$ cat src/shared/rtc_map.svh
`ifndef RTC_MAP_SVH
`define RTC_MAP_SVH

// register offsets
`define RTC_CONTROL_OFS      8'h20
`define RTC_TRIM_OFS         8'h21
`define RTC_EVT_STATUS_OFS   8'h22
`define RTC_EVT_CLEAR_OFS    8'h23
`define RTC_EVT_ENABLE_OFS   8'h24

// rtc_control field positions
`define CTL_TICK_IRQ_EN_BIT  0
`define CTL_TICK_FLAG_BIT    1
`define CTL_PERIOD_SEL_BIT   2
`define CTL_RUN_BIT          3
`define CTL_CLKOUT_EN_BIT    4
`define CTL_TEST_A_BIT       5
`define CTL_TEST_B_BIT       6
`define CTL_WRITE_MASK       8'h7f

// event status field positions
`define EVT_SECOND_BIT       0
`define EVT_MINUTE_BIT       1
`define EVT_TICK_BIT         2
`define EVT_WIDTH            3

// reset values
`define RTC_CONTROL_RST      8'h00
`define RTC_TRIM_RST         8'h00
`define RTC_EVT_RST          3'h0

// divider counts, in 16 kHz clocks and seconds
`define RTC_TICKS_PER_SEC    16384
`define RTC_SECS_PER_MIN     60

`endif

$ cat src/shared/rtc_pkg.sv
package rtc_pkg;

    typedef logic [7:0] byte_t;

    typedef enum logic {
        PH_COUNT   = 1'b0,
        PH_STRETCH = 1'b1
    } trim_phase_t;

endpackage

$ cat src/hdl/rtc_ctrl.sv
// Functional notes
// - control register read/write, clears on reset
// - control bit 7 reads zero always
// - clock enable routes 16 kHz clock to pin (here ANDed with port flip-flop; low holds pin low)
// - port flip-flop and pin stay accessible
// - run low stops oscillator, resets divider
// - run high lets divider count
// - period select: one second or minute
// - flag set at each completed period
// - software sets/clears flag; hardware never clears
// - enable bit gates flag onto request
// - trim register eight bits, clears on reset
// - minute lengthened by trim sixteenth-kHz steps
// - trim clocks counted once after minute
// - flag set on period clock falling edge
// - request ORed into external interrupt
//
// Decided for this implementation: strobed register access.
`include "rtc_map.svh"

module rtc_ctrl #(
    parameter int TICKS_PER_SEC = `RTC_TICKS_PER_SEC,
    parameter int SECS_PER_MIN  = `RTC_SECS_PER_MIN
) (
    input  wire logic       sys_clk,
    input  wire logic       nrst,
    input  wire logic [7:0] bus_addr,
    input  wire logic [7:0] bus_wdata,
    input  wire logic       bus_wr,
    input  wire logic       bus_rd,
    output logic      [7:0] bus_rdata,
    input  wire logic       osc_32k_in,
    output logic            osc_enable,
    input  wire logic       port_wr,
    input  wire logic       port_wdata,
    output logic            port_ff,
    output logic            pin_level,
    input  wire logic       pin_in,
    output logic            pin_out,
    output logic            pin_oe_n,
    input  wire logic       ext_irq_in,
    output logic            ext_irq_out,
    output logic            irq
);

    ////////////////////////////////////////////////////////////////////////////
    // address decode

    // exact match of one register offset
    function automatic logic reg_hit(
        input logic [7:0] addr,
        input logic [7:0] ofs
    );
        return addr == ofs;
    endfunction

    // event word widened to the bus
    function automatic rtc_pkg::byte_t evt_word(
        input logic [`EVT_WIDTH-1:0] evt
    );
        return {{(8-`EVT_WIDTH){1'b0}}, evt};
    endfunction

    logic wr_control;
    logic wr_trim;
    logic wr_clear;
    logic wr_enable;

    always_comb begin
        wr_control = bus_wr && reg_hit(bus_addr, `RTC_CONTROL_OFS);
        wr_trim    = bus_wr && reg_hit(bus_addr, `RTC_TRIM_OFS);
        wr_clear   = bus_wr && reg_hit(bus_addr, `RTC_EVT_CLEAR_OFS);
        wr_enable  = bus_wr && reg_hit(bus_addr, `RTC_EVT_ENABLE_OFS);
    end

    ////////////////////////////////////////////////////////////////////////////
    // oscillator input crossing

    logic osc_level;
    logic osc_prev_q;
    logic osc_prev_d;
    logic osc_edge;

    pin_sync u_osc_sync (
        .sys_clk  (sys_clk),
        .nrst     (nrst),
        .async_in (osc_32k_in),
        .level    (osc_level)
    );

    always_comb begin
        osc_prev_d = osc_level;
        osc_edge   = osc_level && !osc_prev_q;
    end

    always_ff @(posedge sys_clk or negedge nrst) begin
        if (!nrst) begin
            osc_prev_q <= 1'b0;
        end else begin
            osc_prev_q <= osc_prev_d;
        end
    end

    ////////////////////////////////////////////////////////////////////////////
    // control and trim registers

    rtc_pkg::byte_t control_q;
    rtc_pkg::byte_t control_d;
    rtc_pkg::byte_t trim_q;
    rtc_pkg::byte_t trim_d;
    logic           run;
    logic           period_select;
    logic           clk16k_out_enable;
    logic           tick_irq_enable;
    logic           tick_flag;
    logic           period_done;
    logic           clk16k;
    logic           sec_done;
    logic           min_done;

    always_comb begin
        run               = control_q[`CTL_RUN_BIT];
        period_select     = control_q[`CTL_PERIOD_SEL_BIT];
        clk16k_out_enable = control_q[`CTL_CLKOUT_EN_BIT];
        tick_irq_enable   = control_q[`CTL_TICK_IRQ_EN_BIT];
        tick_flag         = control_q[`CTL_TICK_FLAG_BIT];
        // one second when set, one minute when clear
        period_done       = period_select ? sec_done : min_done;
    end

    always_comb begin
        control_d = control_q;
        trim_d    = trim_q;
        if (wr_control) begin
            // bit 7 never stores; test bits are kept as written
            control_d = bus_wdata & `CTL_WRITE_MASK;
        end
        if (period_done) begin
            // hardware set wins over a same-cycle clear
            control_d[`CTL_TICK_FLAG_BIT] = 1'b1;
        end
        if (wr_trim) begin
            trim_d = bus_wdata;
        end
    end

    always_ff @(posedge sys_clk or negedge nrst) begin
        if (!nrst) begin
            control_q <= `RTC_CONTROL_RST;
            trim_q    <= `RTC_TRIM_RST;
        end else begin
            control_q <= control_d;
            trim_q    <= trim_d;
        end
    end

    ////////////////////////////////////////////////////////////////////////////
    // divider chain

    rtc_divider #(
        .TICKS_PER_SEC (TICKS_PER_SEC),
        .SECS_PER_MIN  (SECS_PER_MIN)
    ) u_divider (
        .sys_clk  (sys_clk),
        .nrst     (nrst),
        .run      (run),
        .osc_edge (osc_edge),
        .trim     (trim_q),
        .clk16k   (clk16k),
        .sec_done (sec_done),
        .min_done (min_done)
    );

    ////////////////////////////////////////////////////////////////////////////
    // event status, enable, interrupt

    logic [`EVT_WIDTH-1:0] evt_status_q;
    logic [`EVT_WIDTH-1:0] evt_status_d;
    logic [`EVT_WIDTH-1:0] evt_enable_q;
    logic [`EVT_WIDTH-1:0] evt_enable_d;
    logic [`EVT_WIDTH-1:0] evt_set;
    logic                  irq_q;
    logic                  irq_d;
    logic                  ext_irq_q;
    logic                  ext_irq_d;

    always_comb begin
        evt_set                  = '0;
        evt_set[`EVT_SECOND_BIT] = sec_done;
        evt_set[`EVT_MINUTE_BIT] = min_done;
        evt_set[`EVT_TICK_BIT]   = period_done;
        evt_status_d = evt_status_q;
        if (wr_clear) begin
            evt_status_d = evt_status_q & ~bus_wdata[`EVT_WIDTH-1:0];
        end
        // set wins over clear
        evt_status_d = evt_status_d | evt_set;
        evt_enable_d = evt_enable_q;
        if (wr_enable) begin
            evt_enable_d = bus_wdata[`EVT_WIDTH-1:0];
        end
        irq_d     = |(evt_status_d & evt_enable_d);
        // enabled flag joins the external interrupt request
        ext_irq_d = ext_irq_in
                  | (control_d[`CTL_TICK_FLAG_BIT]
                  &  control_d[`CTL_TICK_IRQ_EN_BIT]);
    end

    always_ff @(posedge sys_clk or negedge nrst) begin
        if (!nrst) begin
            evt_status_q <= `RTC_EVT_RST;
            evt_enable_q <= `RTC_EVT_RST;
            irq_q        <= 1'b0;
            ext_irq_q    <= 1'b0;
        end else begin
            evt_status_q <= evt_status_d;
            evt_enable_q <= evt_enable_d;
            irq_q        <= irq_d;
            ext_irq_q    <= ext_irq_d;
        end
    end

    ////////////////////////////////////////////////////////////////////////////
    // shared pin: port flip-flop and 16 kHz output

    logic pin_sampled;
    logic port_ff_q;
    logic port_ff_d;
    logic pin_out_q;
    logic pin_out_d;
    logic pin_oe_n_q;
    logic pin_oe_n_d;
    logic osc_enable_q;

    pin_sync u_pin_sync (
        .sys_clk  (sys_clk),
        .nrst     (nrst),
        .async_in (pin_in),
        .level    (pin_sampled)
    );

    always_comb begin
        port_ff_d = port_ff_q;
        if (port_wr) begin
            // port writes still reach the flip-flop with the clock out
            port_ff_d = port_wdata;
        end
        if (clk16k_out_enable) begin
            // flip-flop held high by software avoids a fight
            pin_out_d  = clk16k & port_ff_d;
            pin_oe_n_d = 1'b0;
        end else begin
            // quasi-bidirectional port line: drive low only
            pin_out_d  = 1'b0;
            pin_oe_n_d = port_ff_d;
        end
    end

    always_ff @(posedge sys_clk or negedge nrst) begin
        if (!nrst) begin
            port_ff_q    <= 1'b1;
            pin_out_q    <= 1'b0;
            pin_oe_n_q   <= 1'b1;
            osc_enable_q <= 1'b0;
        end else begin
            port_ff_q    <= port_ff_d;
            pin_out_q    <= pin_out_d;
            pin_oe_n_q   <= pin_oe_n_d;
            osc_enable_q <= control_d[`CTL_RUN_BIT];
        end
    end

    ////////////////////////////////////////////////////////////////////////////
    // read port

    rtc_pkg::byte_t rdata_q;
    rtc_pkg::byte_t rdata_d;

    always_comb begin
        rdata_d = 8'h00;
        if (bus_rd) begin
            unique case (bus_addr)
                `RTC_CONTROL_OFS:    rdata_d = control_q & `CTL_WRITE_MASK;
                `RTC_TRIM_OFS:       rdata_d = trim_q;
                `RTC_EVT_STATUS_OFS: rdata_d = evt_word(evt_status_q);
                `RTC_EVT_ENABLE_OFS: rdata_d = evt_word(evt_enable_q);
                default:             rdata_d = 8'h00;
            endcase
        end
    end

    always_ff @(posedge sys_clk or negedge nrst) begin
        if (!nrst) begin
            rdata_q <= 8'h00;
        end else begin
            rdata_q <= rdata_d;
        end
    end

    ////////////////////////////////////////////////////////////////////////////
    // outputs

    assign bus_rdata   = rdata_q;
    assign osc_enable  = osc_enable_q;
    assign port_ff     = port_ff_q;
    assign pin_level   = pin_sampled;
    assign pin_out     = pin_out_q;
    assign pin_oe_n    = pin_oe_n_q;
    assign ext_irq_out = ext_irq_q;
    assign irq         = irq_q;

endmodule

$ cat src/hdl/pin_sync.sv
module pin_sync (
    input  wire logic sys_clk,
    input  wire logic nrst,
    input  wire logic async_in,
    output logic      level
);

    logic s1_q;
    logic s2_q;
    logic s3_q;
    logic level_q;
    logic level_d;

    // a change counts once the second and third stage agree
    always_comb begin
        level_d = level_q;
        if (s2_q == s3_q) begin
            level_d = s3_q;
        end
    end

    always_ff @(posedge sys_clk or negedge nrst) begin
        if (!nrst) begin
            s1_q    <= 1'b0;
            s2_q    <= 1'b0;
            s3_q    <= 1'b0;
            level_q <= 1'b0;
        end else begin
            s1_q    <= async_in;
            s2_q    <= s1_q;
            s3_q    <= s2_q;
            level_q <= level_d;
        end
    end

    assign level = level_q;

endmodule

$ cat src/hdl/rtc_divider.sv
`include "rtc_map.svh"

module rtc_divider #(
    parameter int TICKS_PER_SEC = `RTC_TICKS_PER_SEC,
    parameter int SECS_PER_MIN  = `RTC_SECS_PER_MIN
) (
    input  wire logic       sys_clk,
    input  wire logic       nrst,
    input  wire logic       run,
    input  wire logic       osc_edge,
    input  wire logic [7:0] trim,
    output logic            clk16k,
    output logic            sec_done,
    output logic            min_done
);

    localparam int TW = $clog2(TICKS_PER_SEC);
    localparam int SW = $clog2(SECS_PER_MIN);
    localparam logic [TW-1:0] TICK_LAST = TW'(TICKS_PER_SEC - 1);
    localparam logic [SW-1:0] SEC_LAST  = SW'(SECS_PER_MIN - 1);

    logic                 half_q,    half_d;
    logic [TW-1:0]        tick_q,    tick_d;
    logic [SW-1:0]        sec_q,     sec_d;
    logic [7:0]           stretch_q, stretch_d;
    rtc_pkg::trim_phase_t phase_q,   phase_d;

    always_comb begin
        half_d    = half_q;
        tick_d    = tick_q;
        sec_d     = sec_q;
        stretch_d = stretch_q;
        phase_d   = phase_q;
        sec_done  = 1'b0;
        min_done  = 1'b0;
        if (!run) begin
            // chain held in reset while stopped
            half_d    = 1'b0;
            tick_d    = '0;
            sec_d     = '0;
            stretch_d = 8'h00;
            phase_d   = rtc_pkg::PH_COUNT;
        end else if (osc_edge) begin
            half_d = ~half_q;
            if (half_q) begin
                unique case (phase_q)
                    rtc_pkg::PH_STRETCH: begin
                        // extra 16 kHz clocks lengthen the first second
                        stretch_d = stretch_q - 8'h01;
                        if (stretch_q == 8'h01) begin
                            phase_d = rtc_pkg::PH_COUNT;
                        end
                    end
                    rtc_pkg::PH_COUNT: begin
                        if (tick_q == TICK_LAST) begin
                            tick_d   = '0;
                            sec_done = 1'b1;
                            if (sec_q == SEC_LAST) begin
                                sec_d    = '0;
                                min_done = 1'b1;
                                if (trim != 8'h00) begin
                                    phase_d   = rtc_pkg::PH_STRETCH;
                                    stretch_d = trim;
                                end
                            end else begin
                                sec_d = sec_q + SW'(1);
                            end
                        end else begin
                            tick_d = tick_q + TW'(1);
                        end
                    end
                endcase
            end
        end
    end

    always_ff @(posedge sys_clk or negedge nrst) begin
        if (!nrst) begin
            half_q    <= 1'b0;
            tick_q    <= '0;
            sec_q     <= '0;
            stretch_q <= 8'h00;
            phase_q   <= rtc_pkg::PH_COUNT;
        end else begin
            half_q    <= half_d;
            tick_q    <= tick_d;
            sec_q     <= sec_d;
            stretch_q <= stretch_d;
            phase_q   <= phase_d;
        end
    end

    assign clk16k = half_q;

endmodule

$ cat config.mk
export PLATFORM = sky130hd
export DESIGN_NAME = rtc_ctrl
export DESIGN_NICKNAME = d
export VERILOG_FILES = /design/src/shared/rtc_pkg.sv /design/src/hdl/rtc_ctrl.sv /design/src/hdl/pin_sync.sv /design/src/hdl/rtc_divider.sv
export VERILOG_INCLUDE_DIRS = /design/src /design/src/shared
export SDC_FILE = /design/constraint.sdc
export NUM_CORES = 1
export LEC_CHECK = 0
export ABC_CLOCK_PERIOD_IN_PS = 2400
export BUFFER_PORTS_ARGS = -buffer_cell sky130_fd_sc_hd__buf_4
export CAP_MARGIN = 20
export CORE_MARGIN = 4
export CORE_UTILIZATION = 58
export CTS_CLUSTER_DIAMETER = 40
export DETAILED_ROUTE_END_ITERATION = 8
export GPL_TIMING_DRIVEN = 0
export PLACE_DENSITY_LB_ADDON = 0.12
export SYNTH_ARGS = -nofsm -noshare
export SYNTH_HDL_FRONTEND = slang
export SYNTH_HIERARCHICAL = 1
export SYNTH_SLANG_ARGS = --single-unit
$ cat constraint.sdc
create_clock -name sys_clk -period 2.4 [get_ports sys_clk]
set_input_delay 0.12 -clock sys_clk [delete_from_list [all_inputs] [get_ports sys_clk]]
set_output_delay 0.12 -clock sys_clk [all_outputs]
set_load 0.1 [all_outputs]
==> summary.md <==
| Metric | Value |
|---|---|
| Status | finished, final reports clean |
| Pleak | 2.048 nW |
| Hold WC Path Type | primary input to flop |
| Avg Cell Area, Syn | 10.73 um^2 |
| Final non-filler cell total | 477 |
| Placed wire-length estimate | 5424 um |
| Port Buf Inserts | 36 |
| Final Hold Vio Count | 0 |
| Fin util | 71.39% |
| Placed Area | 4055 um^2 |
| CTS H-tree depth | 3 |
| Crit path cell chain | ha_1 -> nand4_1 -> buf_4 -> nor2_2 -> nand3_1 -> nor3_2 -> mux2i_1 -> inv_1 -> or3_1 -> a31o_1 |
| CP top delay family | simple AND/OR/NAND/NOR gates |
| Initial drt markers | 165 |
| Clock skew | 0.008445 ns |
| Setup slack, reg-to-reg | 0.14 ns |
| Worst reg2reg path depth | 10 |
| Pins Over Slew Limit | 0 |
| Crit path DAT | 2.49 ns |
| Wire per inst | 16.02 um |
| Num CTS Buffers | 9 |
| Skew-Pair Late Insertion Delay | 0.34 ns |
| CP Class | flop to flop |
| Worst endpoint required time | 2.62 ns |
| Overall power | 0.002542 W |
| Ant. Diodes | 0 |
| Area of the die | 7704 um^2 |
| Pwr/cell area | 587.6 nW/um^2 |
| Vias per std cell | 5.788 |
| Core Area | 6061 um^2 |
| Crit. End Element | flop |
| Maximum clock insertion buffer count | 2 |
| HP Start | bus_wdata[3] |
| Global route total overflow | 0 |
| Worst R2R Start | u_divider/tick_q[0] |
| WL final | 7642 um |
| Clock slew at the register clock pins of the worst setup and hold paths | 0.07 ns |
| Sink Count | 73 |
| Final #Nets | 426 |
| Hold EP | trim_q[3] |
| Share of post-route cells with drive strength above 1 | 22.64% |
| Placer's final routability congestion estimate | 0.9205 |
| # IOs | 40 |
| FF-to-FF End | ext_irq_out |
| Final Cycle Share | 94.31% |
| Die W | 87.78 um |
| Yosys cell types | 62 |
| Yosys reg bits | 73 |
| DRC Markers | 0 |
| Tot GR Track Use | 21.97% |
| Slowest cell on crit path | dfrtp_1 |
| Initial antenna violation count | 0 |
| Crit path max fanout | 5 |
| CTS tree | yes |
| Placement Rows | 28 |
| Global-route wire length before repair | 13050 um |
| Die height | 87.78 um |
| Placed cells | 455 |
| Seq/Total Area, Yosys | 49.56% |
| Critical Path Start Type | flop |
| Worst vdd ir | 0.4295 mV |
| First-pass DRT Iterations | 4 |
| Starting Density | 60.90% |
| CP max stage delay | 0.43 ns |
| Yosys warning count | 6 |
| Worst hold slack | 0.02737 ns |
| Routed vias | 2761 |
| Post-Syn Instances | 344 |
| Crit path time final | 2.263 ns |
| Number of global-route vias before repair | 2771 |
| CP bufs+invs | 2 |
| Asr flop ratio synth | 100.0% |
| Fmax | 0.4418 GHz |
| Syn Nets | 373 |
| ANT nets after route | 0 |
| Setup-failing EPs final | 0 |
| Root buf cell | clkbuf_8 |
| Layout area overhead | 17.22% |
| WHS Path Cells | 2 |
| Slew margin rel. | 41.42% |
| Ys flop type | dfrtp_1 |
| Post-synth EDFFs | 0 |
| Final Cell Area | 4327 um^2 |
| Maxcap violations | 0 |
| Post-synthesis instance area | 3691 um^2 |
| Worst Tran Pin Value | 0.8787 ns |
| Pin count of the biggest net entering global routing | 74 |
-- cells in the final DEF, fill, tap and decap left out, types with 4 or more instances in the layout --
cell type      instances
dfrtp_1               71
nand2b_1               7
inv_1                 15
mux2_4                 8
clkbuf_8              11
mux2i_1               15
nor3_1                 8
nand2_1               21
or3_1                  4
mux2_2                 7
nor4_1                 5
and3_1                 4
a21oi_1               10
o21ai_0                9
dlygate4sd3_1          5
clkbuf_1               5
ha_1                   4
buf_4                 38
nor2b_1                7
xor2_1                10
nand3_1               23
nor2_1                26
nand4_1               10
nand4b_1               4
and2_1                 8
-- state kept, by name (all words and copies together) (netlist names), 3 cells and up --
| signal | cells |
|---|---|
| u_divider/stretch_q | 8 |
| u_divider/tick_q | 14 |
| trim_q | 8 |
| evt_enable_q | 3 |
| bus_rdata | 8 |
| control_q | 7 |
| u_divider/sec_q | 6 |
| evt_status_q | 3 |
-- stage by stage --
step	TNS (ns)	setup slack, ns
5_1_grt	-0.001693	-0.001693
3_5_place_dp	-0.001240	-0.001240
2_1_floorplan	0	0.05758
4_1_cts	0	0.07605
6_report	0	0.1366
3_3_place_gp	0	0.04775
-- kinds of logic after synthesis --
logic type | share of synthesized area [%]
simple gates | 23.42
flops | 49.56
compound gates | 8.983
mux | 9.763
buf+inv | 3.220
xor+xnor | 3.085
fa+ha+maj | 1.966
-- area by class of cell --
| type | instances | area, um^2 |
|---|---|---|
| clock inverters | 5 | 53.80 |
| multi-input cells | 245 | 1750 |
| flip-flops and latches | 73 | 1829 |
| well taps | 75 | 93.84 |
| fillers | 459 | 1734 |
| repair buffers | 42 | 327.8 |
| clock buffers | 11 | 151.4 |
| inverters | 15 | 56.30 |
| plain buffers | 11 | 63.81 |
-- synth_stat cells, drive strengths merged, types with 2 or more instances --
cell type	number	area (um^2)
mux2	16	210.2
a31o	2	17.52
o221ai	2	17.52
o21ai	12	60.05
clkbuf	6	22.52
or2	2	12.51
nor3	10	61.31
nand4	12	96.34
buf	5	40.04
nor4	6	52.55
o2bb2ai	2	17.52
and2	8	50.05
nor3b	2	20.02
nor2	27	101.4
or3	4	25.02
a21boi	3	22.52
a21oi	11	58.81
nand3	24	132.6
and4bb	2	28.78
xnor2	3	26.28
nand3b	3	22.52
and4	3	26.28
inv	15	56.30
maj3	2	22.52
a22oi	2	15.01
dfstp	2	52.55
nand2b	7	43.79
dfrtp	71	1777
nor2b	7	43.79
o22ai	2	12.51
mux2i	15	150.1
ha	4	50.05
and3	4	25.02
nand2	21	78.83
o211ai	2	15.01
a21o	2	15.01
nand4b	4	35.03
xor2	10	87.58
-- worst max-delay path by stage --
| stage | cells after the start | start | slack [ns] | endpoint |
|---|---|---|---|---|
| after floorplan | 8 | control_q[3] | 0.06 | ext_irq_out |
| after global placement | 9 | u_divider/tick_q[0] | 0.05 | ext_irq_out |
| after detailed placement | 9 | u_divider/tick_q[0] | -0.001 | ext_irq_out |
| after CTS | 9 | u_divider/tick_q[0] | 0.08 | ext_irq_out |
| after global routing | 10 | u_divider/tick_q[0] | -0.002 | ext_irq_out |
| final | 10 | u_divider/tick_q[0] | 0.14 | ext_irq_out |
-- repair_timing --
item,in CTS,in global routing
gates resized for setup,1,3
cloned,0,0
setup endpoints to repair,2,4
hold endpoints to repair,74,1
pin swaps,0,1
hold buffers,4,1
buffers inserted,0,1
-- layer usage --
metal  global-route usage, %  wire length, um
met5                       0                0
met1                   31.93             3909
met2                   31.99             3269
met4                   8.926              123
met3                   4.798              339
-- where the power goes --
group	switching [W]	leakage (nW)	internal, W
Clock	0.000436	0.109	0.000533
Sequential	0.0000257	0.967	0.00127
Combinational	0.000178	0.971	0.000101
Total	0.000640	2.05	0.00190
Note: power is estimated with default switching activity, not from simulation.
